--- src/rtl/pp_consts.svh ---
// addresses, offsets, widths and reset values of the parallel ports
`ifndef PP_CONSTS_SVH
`define PP_CONSTS_SVH

// port base and register addresses
`define PP_LAMP_ADDR 32'hFF200000
`define PP_SWITCH_ADDR 32'hFF200040
`define PP_BUTTON_ADDR 32'hFF200050
`define PP_BUTTON_MASK_ADDR 32'hFF200058
`define PP_BUTTON_EDGE_ADDR 32'hFF20005C
`define PP_HDRA_BASE 32'hFF200060
`define PP_HDRB_BASE 32'hFF200070
`define PP_SHIELD_BASE 32'hFF200100
`define PP_SHIELD_RST_ADDR 32'hFF200110

// direction register sits one word above the data register
`define PP_DIR_OFS 32'h00000004

// implemented widths
`define PP_LAMP_W 8
`define PP_SWITCH_W 4
`define PP_BUTTON_W 2
`define PP_BIDIR_W 32
`define PP_BIDIR_N 3

// bit position of the shield reset line in its data word
`define PP_SHIELD_RST_BIT 0

// reset values
`define PP_LAMP_RST 8'h00
`define PP_BUTTON_RST 2'h0
`define PP_BIDIR_RST 32'h00000000
`define PP_SHIELD_RST_RST 1'h0
`define PP_RDATA_RST 32'h00000000
`define PP_RVALID_RST 1'h0

`endif

--- src/rtl/pp_pkg.sv ---
// types shared by the parallel port block
package pp_pkg;

  typedef logic [31:0] pp_word_t;

  // register selected by a bus address
  typedef enum {
    PP_SEL_NONE,
    PP_SEL_LAMP,
    PP_SEL_SWITCH,
    PP_SEL_BUTTON,
    PP_SEL_MASK,
    PP_SEL_EDGE,
    PP_SEL_SHIELD_RST,
    PP_SEL_BIDIR
  } pp_sel_t;

endpackage

--- src/rtl/pp_ports.sv ---
// memory-mapped parallel ports: lamps, switches, buttons, headers, shield
`timescale 1ns/1ps
`include "pp_consts.svh"

// Function
// - each port own base, at most four words
// - output ports have writable data register
// - input ports read current input levels
// - bidirectional ports add equal-width direction register
// - direction 0 input, 1 driven output
// - direction register at base plus four
// - 8-bit lamp register drives eight lamps
// - lamp register drops write bits above eight
// - 4-bit read-only switch register at 0xFF200040
// - button port: three 2-bit word registers
// - button data read-only, present button state
// - button mask and edge-capture registers
// - two 32-bit bidirectional header ports
// - shield port, bit n to user line n
// - one-bit port drives shield reset, active low
module pp_ports (
  input wire logic clk_sys,
  input wire logic rst,
  input wire logic [31:0] bus_addr,
  input wire logic bus_write,
  input wire logic bus_read,
  input wire logic [31:0] bus_wdata,
  output logic [31:0] bus_rdata,
  output logic bus_rvalid,
  output logic [`PP_LAMP_W-1:0] lamp_out,
  input wire logic [`PP_SWITCH_W-1:0] slide_switches,
  input wire logic [`PP_BUTTON_W-1:0] buttons,
  input wire logic [`PP_BIDIR_W-1:0] header_a_port_in,
  output logic [`PP_BIDIR_W-1:0] header_a_port_out,
  output logic [`PP_BIDIR_W-1:0] header_a_port_oe_n,
  input wire logic [`PP_BIDIR_W-1:0] header_b_port_in,
  output logic [`PP_BIDIR_W-1:0] header_b_port_out,
  output logic [`PP_BIDIR_W-1:0] header_b_port_oe_n,
  input wire logic [`PP_BIDIR_W-1:0] shield_user_line_in,
  output logic [`PP_BIDIR_W-1:0] shield_user_line_out,
  output logic [`PP_BIDIR_W-1:0] shield_user_line_oe_n,
  output logic shield_reset_n
);

  // bases of the bidirectional ports, index 0 header a, 1 header b, 2 shield
  localparam pp_pkg::pp_word_t BIDIR_BASE [`PP_BIDIR_N] =
    '{`PP_HDRA_BASE, `PP_HDRB_BASE, `PP_SHIELD_BASE};

  // direction register addresses, one word above each data register
  localparam pp_pkg::pp_word_t BIDIR_DIR_ADDR [`PP_BIDIR_N] = '{
    `PP_HDRA_BASE + `PP_DIR_OFS,
    `PP_HDRB_BASE + `PP_DIR_OFS,
    `PP_SHIELD_BASE + `PP_DIR_OFS};

  // lamp register
  logic [`PP_LAMP_W-1:0] lamp_q;
  logic [`PP_LAMP_W-1:0] lamp_d;

  // button mask register
  logic [`PP_BUTTON_W-1:0] mask_q;
  logic [`PP_BUTTON_W-1:0] mask_d;

  // edge capture, button history and rising levels
  logic [`PP_BUTTON_W-1:0] edge_q;
  logic [`PP_BUTTON_W-1:0] edge_d;
  logic [`PP_BUTTON_W-1:0] btn_prev_q;
  logic [`PP_BUTTON_W-1:0] btn_prev_d;
  logic [`PP_BUTTON_W-1:0] btn_rise;

  // shield reset register
  logic shield_rst_q;
  logic shield_rst_d;

  // read return registers
  pp_pkg::pp_word_t rdata_q;
  pp_pkg::pp_word_t rdata_d;
  logic rvalid_q;
  logic rvalid_d;

  // read words of the single-width registers and of the ports
  pp_pkg::pp_word_t rd_single;
  pp_pkg::pp_word_t rd_bidir;

  // bidirectional port pins and state, packed per port index
  logic [`PP_BIDIR_W-1:0] bi_in [`PP_BIDIR_N];
  logic [`PP_BIDIR_W-1:0] bi_data [`PP_BIDIR_N];
  logic [`PP_BIDIR_W-1:0] bi_dir [`PP_BIDIR_N];
  logic [`PP_BIDIR_W-1:0] bi_rd [`PP_BIDIR_N];
  logic [`PP_BIDIR_W-1:0] bi_oe_n [`PP_BIDIR_N];
  logic bi_data_hit [`PP_BIDIR_N];
  logic bi_dir_hit [`PP_BIDIR_N];

  // address decode of the single-width registers
  function automatic pp_pkg::pp_sel_t pp_decode(input pp_pkg::pp_word_t addr);
    pp_pkg::pp_sel_t sel;
    case (addr)
      `PP_LAMP_ADDR: sel = pp_pkg::PP_SEL_LAMP;
      `PP_SWITCH_ADDR: sel = pp_pkg::PP_SEL_SWITCH;
      `PP_BUTTON_ADDR: sel = pp_pkg::PP_SEL_BUTTON;
      `PP_BUTTON_MASK_ADDR: sel = pp_pkg::PP_SEL_MASK;
      `PP_BUTTON_EDGE_ADDR: sel = pp_pkg::PP_SEL_EDGE;
      `PP_SHIELD_RST_ADDR: sel = pp_pkg::PP_SEL_SHIELD_RST;
      default: sel = pp_pkg::PP_SEL_NONE;
    endcase
    return sel;
  endfunction

  pp_pkg::pp_sel_t sel;
  assign sel = pp_decode(bus_addr);

  // write strobes of the single-width registers
  logic wr_lamp;
  logic wr_mask;
  logic wr_edge;
  logic wr_shield;
  assign wr_lamp = bus_write && sel == pp_pkg::PP_SEL_LAMP;
  assign wr_mask = bus_write && sel == pp_pkg::PP_SEL_MASK;
  assign wr_edge = bus_write && sel == pp_pkg::PP_SEL_EDGE;
  assign wr_shield = bus_write && sel == pp_pkg::PP_SEL_SHIELD_RST;

  // pin bundling into per-port arrays
  assign bi_in[0] = header_a_port_in;
  assign bi_in[1] = header_b_port_in;
  assign bi_in[2] = shield_user_line_in;

  // per-port data and direction registers
  genvar gi;
  generate
    for (gi = 0; gi < `PP_BIDIR_N; gi++) begin : g_bidir
      logic [`PP_BIDIR_W-1:0] data_q;
      logic [`PP_BIDIR_W-1:0] data_d;
      logic [`PP_BIDIR_W-1:0] dir_q;
      logic [`PP_BIDIR_W-1:0] dir_d;
      logic data_we;
      logic dir_we;

      // address hits and write strobes of this port
      assign bi_data_hit[gi] = bus_addr == BIDIR_BASE[gi];
      assign bi_dir_hit[gi] = bus_addr == BIDIR_DIR_ADDR[gi];
      assign data_we = bus_write && bi_data_hit[gi];
      assign dir_we = bus_write && bi_dir_hit[gi];

      // next values from bus writes
      always_comb begin
        data_d = data_q;
        dir_d = dir_q;
        if (data_we) begin
          data_d = bus_wdata;
        end
        if (dir_we) begin
          dir_d = bus_wdata;
        end
      end

      // register update
      always_ff @(posedge clk_sys) begin
        if (rst) begin
          data_q <= `PP_BIDIR_RST;
          dir_q <= `PP_BIDIR_RST;
        end else begin
          data_q <= data_d;
          dir_q <= dir_d;
        end
      end

      // outputs show data, inputs show pin level
      assign bi_data[gi] = data_q;
      assign bi_dir[gi] = dir_q;
      assign bi_rd[gi] = (dir_q & data_q) | (~dir_q & bi_in[gi]);
      assign bi_oe_n[gi] = ~dir_q;
    end
  endgenerate

  // pin drive: low enable means driven
  assign header_a_port_out = bi_data[0];
  assign header_a_port_oe_n = bi_oe_n[0];
  assign header_b_port_out = bi_data[1];
  assign header_b_port_oe_n = bi_oe_n[1];
  assign shield_user_line_out = bi_data[2];
  assign shield_user_line_oe_n = bi_oe_n[2];

  // lamp register next value, upper write bits dropped
  always_comb begin
    lamp_d = lamp_q;
    if (wr_lamp) begin
      lamp_d = bus_wdata[`PP_LAMP_W-1:0];
    end
  end

  // lamp register update
  always_ff @(posedge clk_sys) begin
    if (rst) begin
      lamp_q <= `PP_LAMP_RST;
    end else begin
      lamp_q <= lamp_d;
    end
  end

  // button mask next value, plain storage
  always_comb begin
    mask_d = mask_q;
    if (wr_mask) begin
      mask_d = bus_wdata[`PP_BUTTON_W-1:0];
    end
  end

  // button mask update
  always_ff @(posedge clk_sys) begin
    if (rst) begin
      mask_q <= `PP_BUTTON_RST;
    end else begin
      mask_q <= mask_d;
    end
  end

  // rising button levels against last cycle's sample
  assign btn_rise = buttons & ~btn_prev_q;

  // edge capture next value: a written 1 clears, a new edge wins
  always_comb begin
    btn_prev_d = buttons;
    edge_d = edge_q;
    if (wr_edge) begin
      edge_d = edge_q & ~bus_wdata[`PP_BUTTON_W-1:0];
    end
    edge_d = edge_d | btn_rise;
  end

  // edge capture and button history update
  always_ff @(posedge clk_sys) begin
    if (rst) begin
      edge_q <= `PP_BUTTON_RST;
      btn_prev_q <= `PP_BUTTON_RST;
    end else begin
      edge_q <= edge_d;
      btn_prev_q <= btn_prev_d;
    end
  end

  // shield reset next value, one bit of the written word
  always_comb begin
    shield_rst_d = shield_rst_q;
    if (wr_shield) begin
      shield_rst_d = bus_wdata[`PP_SHIELD_RST_BIT];
    end
  end

  // shield reset update, line held low until software writes 1
  always_ff @(posedge clk_sys) begin
    if (rst) begin
      shield_rst_q <= `PP_SHIELD_RST_RST;
    end else begin
      shield_rst_q <= shield_rst_d;
    end
  end

  assign lamp_out = lamp_q;
  assign shield_reset_n = shield_rst_q;

  // read value of the single-width registers, upper bits zero
  always_comb begin
    rd_single = `PP_RDATA_RST;
    case (sel)
      pp_pkg::PP_SEL_LAMP: rd_single[`PP_LAMP_W-1:0] = lamp_q;
      pp_pkg::PP_SEL_SWITCH: rd_single[`PP_SWITCH_W-1:0] = slide_switches;
      pp_pkg::PP_SEL_BUTTON: rd_single[`PP_BUTTON_W-1:0] = buttons;
      pp_pkg::PP_SEL_MASK: rd_single[`PP_BUTTON_W-1:0] = mask_q;
      pp_pkg::PP_SEL_EDGE: rd_single[`PP_BUTTON_W-1:0] = edge_q;
      pp_pkg::PP_SEL_SHIELD_RST: rd_single[`PP_SHIELD_RST_BIT] = shield_rst_q;
      default: begin
      end
    endcase
  end

  // read value of the bidirectional ports, zero when none is addressed
  always_comb begin
    rd_bidir = `PP_RDATA_RST;
    for (int i = 0; i < `PP_BIDIR_N; i++) begin
      if (bi_data_hit[i]) begin
        rd_bidir = bi_rd[i];
      end
      if (bi_dir_hit[i]) begin
        rd_bidir = bi_dir[i];
      end
    end
  end

  // read return next values, the two read words never both nonzero
  always_comb begin
    rdata_d = `PP_RDATA_RST;
    rvalid_d = bus_read;
    if (bus_read) begin
      rdata_d = rd_single | rd_bidir;
    end
  end

  // read return register
  always_ff @(posedge clk_sys) begin
    if (rst) begin
      rdata_q <= `PP_RDATA_RST;
      rvalid_q <= `PP_RVALID_RST;
    end else begin
      rdata_q <= rdata_d;
      rvalid_q <= rvalid_d;
    end
  end

  assign bus_rdata = rdata_q;
  assign bus_rvalid = rvalid_q;

endmodule

--- config.mk ---
export PLATFORM = sky130hd
export DESIGN_NAME = pp_ports
export DESIGN_NICKNAME = d
export VERILOG_FILES = /design/src/rtl/pp_pkg.sv /design/src/rtl/pp_ports.sv
export VERILOG_INCLUDE_DIRS = /design/src /design/src/rtl
export SDC_FILE = /design/constraint.sdc
export NUM_CORES = 1
export LEC_CHECK = 0
export BUFFER_PORTS_ARGS = -buffer_cell sky130_fd_sc_hd__buf_2
export CORE_AREA = 2 2 157 159
export CTS_CLUSTER_SIZE = 25
export DETAILED_ROUTE_END_ITERATION = 10
export DIE_AREA = 0 0 159 161
export PLACE_DENSITY = 0.76
export REMOVE_ABC_BUFFERS = 1
export SLEW_MARGIN = 20
export SYNTH_ARGS = -nofsm -noshare
export SYNTH_HDL_FRONTEND = slang
export SYNTH_SLANG_ARGS = --single-unit
--- constraint.sdc ---
create_clock -name clk_sys -period 2.95 [get_ports clk_sys]
set_clock_uncertainty 0.1 [all_clocks]
set_input_delay 0.295 -clock clk_sys [delete_from_list [all_inputs] [get_ports clk_sys]]
set_output_delay 0.295 -clock clk_sys [all_outputs]
set_load 0.005 [all_outputs]
==> impl_metrics.ini <==
[critical_path]
reg2reg_to = bus_rdata[30]$_SDFF_PP0_
end_kind = flop
crit_chain = buf_2 > or4_1 > or4_1 > buf_4 > or3_2 > buf_4 > o21ai_0 > a221oi_2
crit_buf_inv = 3
cp_slowest_cell = or3_2
startpoint = bus_addr[17]
worstPathMaxFanout = 22
critPathMaxStageDelay_ps = 640
timing.rr.start = g_bidir[1].dir_q[30]$_SDFFE_PP0P_
rrSetupSlack_ps = 1210
path_class = input port to flop
cp-endpoint = bus_rdata[13]$_SDFF_PP0_
required_ps = 3240
critPathLaunchType = input port
path_depth = 8
arrival_ps = 2920
worst_path_dominant_cell_family = simple AND/OR/NAND/NOR gates
reg2reg_depth = 5

[floorplan]
die_h_um = 161
start_util = 0.4663
core_um2 = 23960
die_w_um = 159
rows = 57
ioPinCount = 404
die-area_um2 = 25600

[worst_hold_path]
hp-class = input port to flop

[clocking]
cts_setup_buffers = 0
root_buffer = clkbuf_16
cts_max_path_buffers = 3
clock_latency_ps = 530
clock-sinks = 240
h-tree-depth = 1
numCtsBuffers = 26
cts_tree = built
clk_pin_slew_ps = 60

[synth]
ys_ff_latch = 240
synth_edf_count = 0
netlist_area_um2 = 11170
syn_inst = 1498
yosysTopAreaCellShare = 0.4300
ys_seq_area_frac = 0.4300
synth_xor_area_frac = 0
synthAdderAreaFrac = 0
synth_ff_type = dfxtp_1
synth-simple-area-share = 0.2188
yosysTopAreaCell = dfxtp_1
synthMuxAreaShare = 0.04244
yosysUniqueCellTypes = 58
synth_top_family_by_area = compound AO/OA/AOI/OAI gates
synth_area_leaders = dfxtp_1 (43%), nand2_1 (14%), a21oi_1 (10%)
syn_area_per_cell_um2 = 7.459
synth-compound-area-share = 0.2301
ys_warn_count = 0
async_flop_share = 0

[place]
port_buffers = 403
post-dp-hpwl_um = 31760
place_congestion = 0.9630
dp_worst_setup_slack_ps = -204.1

[pwr]
powerDensity_nw_per_um2 = 482.5
peakVddDrop_mv = 0.5504
p_leak_nw = 5.975

[grt]
grt.total_usage = 0.3413
grt_pass1_vias = 12490
gr-total-overflow = 0
grt_pass1_wl_um = 69440
grt_max_degree = 208
antenna_found_initial = 0

[timing]
rsz0062_at_grt = no
fin_crit_ps = 2631
fin_crit_sh = 0.8920
tightestPinTransition_ps = 963.2
hold_viol = 0
setup_slack_ps = 318.7
maxSlewViolCount = 0
setup_tns_ps = 0
setup_violations = 0
maxSlewHeadroom = 0.3579
hold_ws_ps = 13.80
fmax_ghz = 0.3800

[drt]
drc = 1
routedWlPerCell_um = 20.37
postRouteWirelength_um = 46150
vias = 13040
antenna_left = 0
via_per_inst = 5.756
first_pass_iters = 9
drt_iter0_drc = 1389

[final_layout]
final_common_cell = nand2_1
syn_to_final_growth_pct = 37.07
diodes = 0
layout_common_cells = nand2_1 (427), buf_2 (402), dfxtp_1 (240), a21oi_1 (233), inv_1 (101)
drive_gt1_frac = 0.2925
layout.nets = 2092
nFillCells = 2098

[run_status]
status = complete, but fails checks
violations = design-rule violations

[run]
drv_cap = 0
==> synthesized netlist by cell type (all sizes together) (3+ instances only) <==
cell    instances
a221oi         23
a21o            5
o31a            6
a31o            6
a32oi           4
nor3           16
o211ai          4
a21oi         233
mux2            3
nor2b           5
nand2b          3
nand2         429
and3            3
o21ai          85
or4             3
mux2i          44
o311ai          3
nor4            9
or3            21
a211o          19
dfxtp         240
nand4           6
a41oi           4
nor2           50
a31oi          27
o22ai           4
clkbuf         75
buf            36
nand3          11
inv           101
==> power breakdown <==
part	internal, W	switching [W]	leakage [nW]	total, W
clock network	0.00237	0.00138	0.489	0.00376
registers	0.00324	0.00000135	1.93	0.00325
logic	0.000155	0.000231	3.55	0.000386
==> registers in the layout, summed over array words and instances, names as in the netlist <==
signal and cells:
bus_rdata 32, header_b_port_out 32, header_a_port_out 32, shield_user_line_out 32, shield_reset_n 1, bus_rvalid 1, edge_q 2, g_bidir.dir_q 96
lamp_out 8, btn_prev_q 2, mask_q 2
==> cell type report <==
cell class	instances	area (um2)	area share
well taps	324	405.4	0.02647
multi-input cells	1045	5539	0.3617
inverters	102	382.9	0.02500
clock inverters	12	226.5	0.01479
repair buffers	507	3177	0.2074
flip-flops and latches	240	4805	0.3137
clock buffers	36	779.5	0.05090
==> worst min-delay path, stage by stage <==
cell and delay [ps]:
buf_2 100, nand3_1 70, a41oi_1 100
==> through the flow <==
step / total power, W / util / instance area (um2) / cells
floorplan: 0.003388 / - / 10680 / 1387
global placement: 0.003655 / 0.5829 / 13970 / 2184
detailed placement: 0.003656 / 0.5829 / 13970 / 2184
CTS: 0.007402 / 0.6391 / 15310 / 2266
global route: 0.007582 / 0.6391 / 15310 / 2266
finish: 0.007390 / 0.6391 / 15310 / 2266
==> what timing repair did <==
item | 4_1_cts | 5_1_grt
endpoints found under the setup margin | 0 | 0
hold buffers | 34 | 0
hold endpoints to repair | 173 | 0
resized for setup | 0 | 0
==> how the worst min path moves through the flow <==
stage                                             endpoint  cells after the start                              from
after CTS                          bus_rdata[6]$_SDFF_PP0_                      3            shield_user_line_in[6]
final                              bus_rdata[6]$_SDFF_PP0_                      3            shield_user_line_in[6]
after floorplan                       edge_q[0]$_SDFF_PP0_                      1                               rst
after global placement    g_bidir[0].dir_q[6]$_SDFFE_PP0P_                      2  g_bidir[0].dir_q[6]$_SDFFE_PP0P_
after global routing      g_bidir[2].dir_q[1]$_SDFFE_PP0P_                      3                      bus_wdata[1]
after detailed placement  g_bidir[0].dir_q[6]$_SDFFE_PP0P_                      2  g_bidir[0].dir_q[6]$_SDFFE_PP0P_
==> cells by family after synthesis <==
| group | count (synthesis) |
|---|---|
| buf+inv | 213 |
| mux | 47 |
| compound gates | 429 |
| simple gates | 569 |
| flops | 240 |
==> metal layers <==
metal / wire (um) / GRT usage
met1: 17560 / 0.4165
met2: 21850 / 0.5834
met3: 4645 / 0.06523
met4: 2098 / 0.1616
met5: 0 / 0
Note: power is estimated with default switching activity, not from simulation.
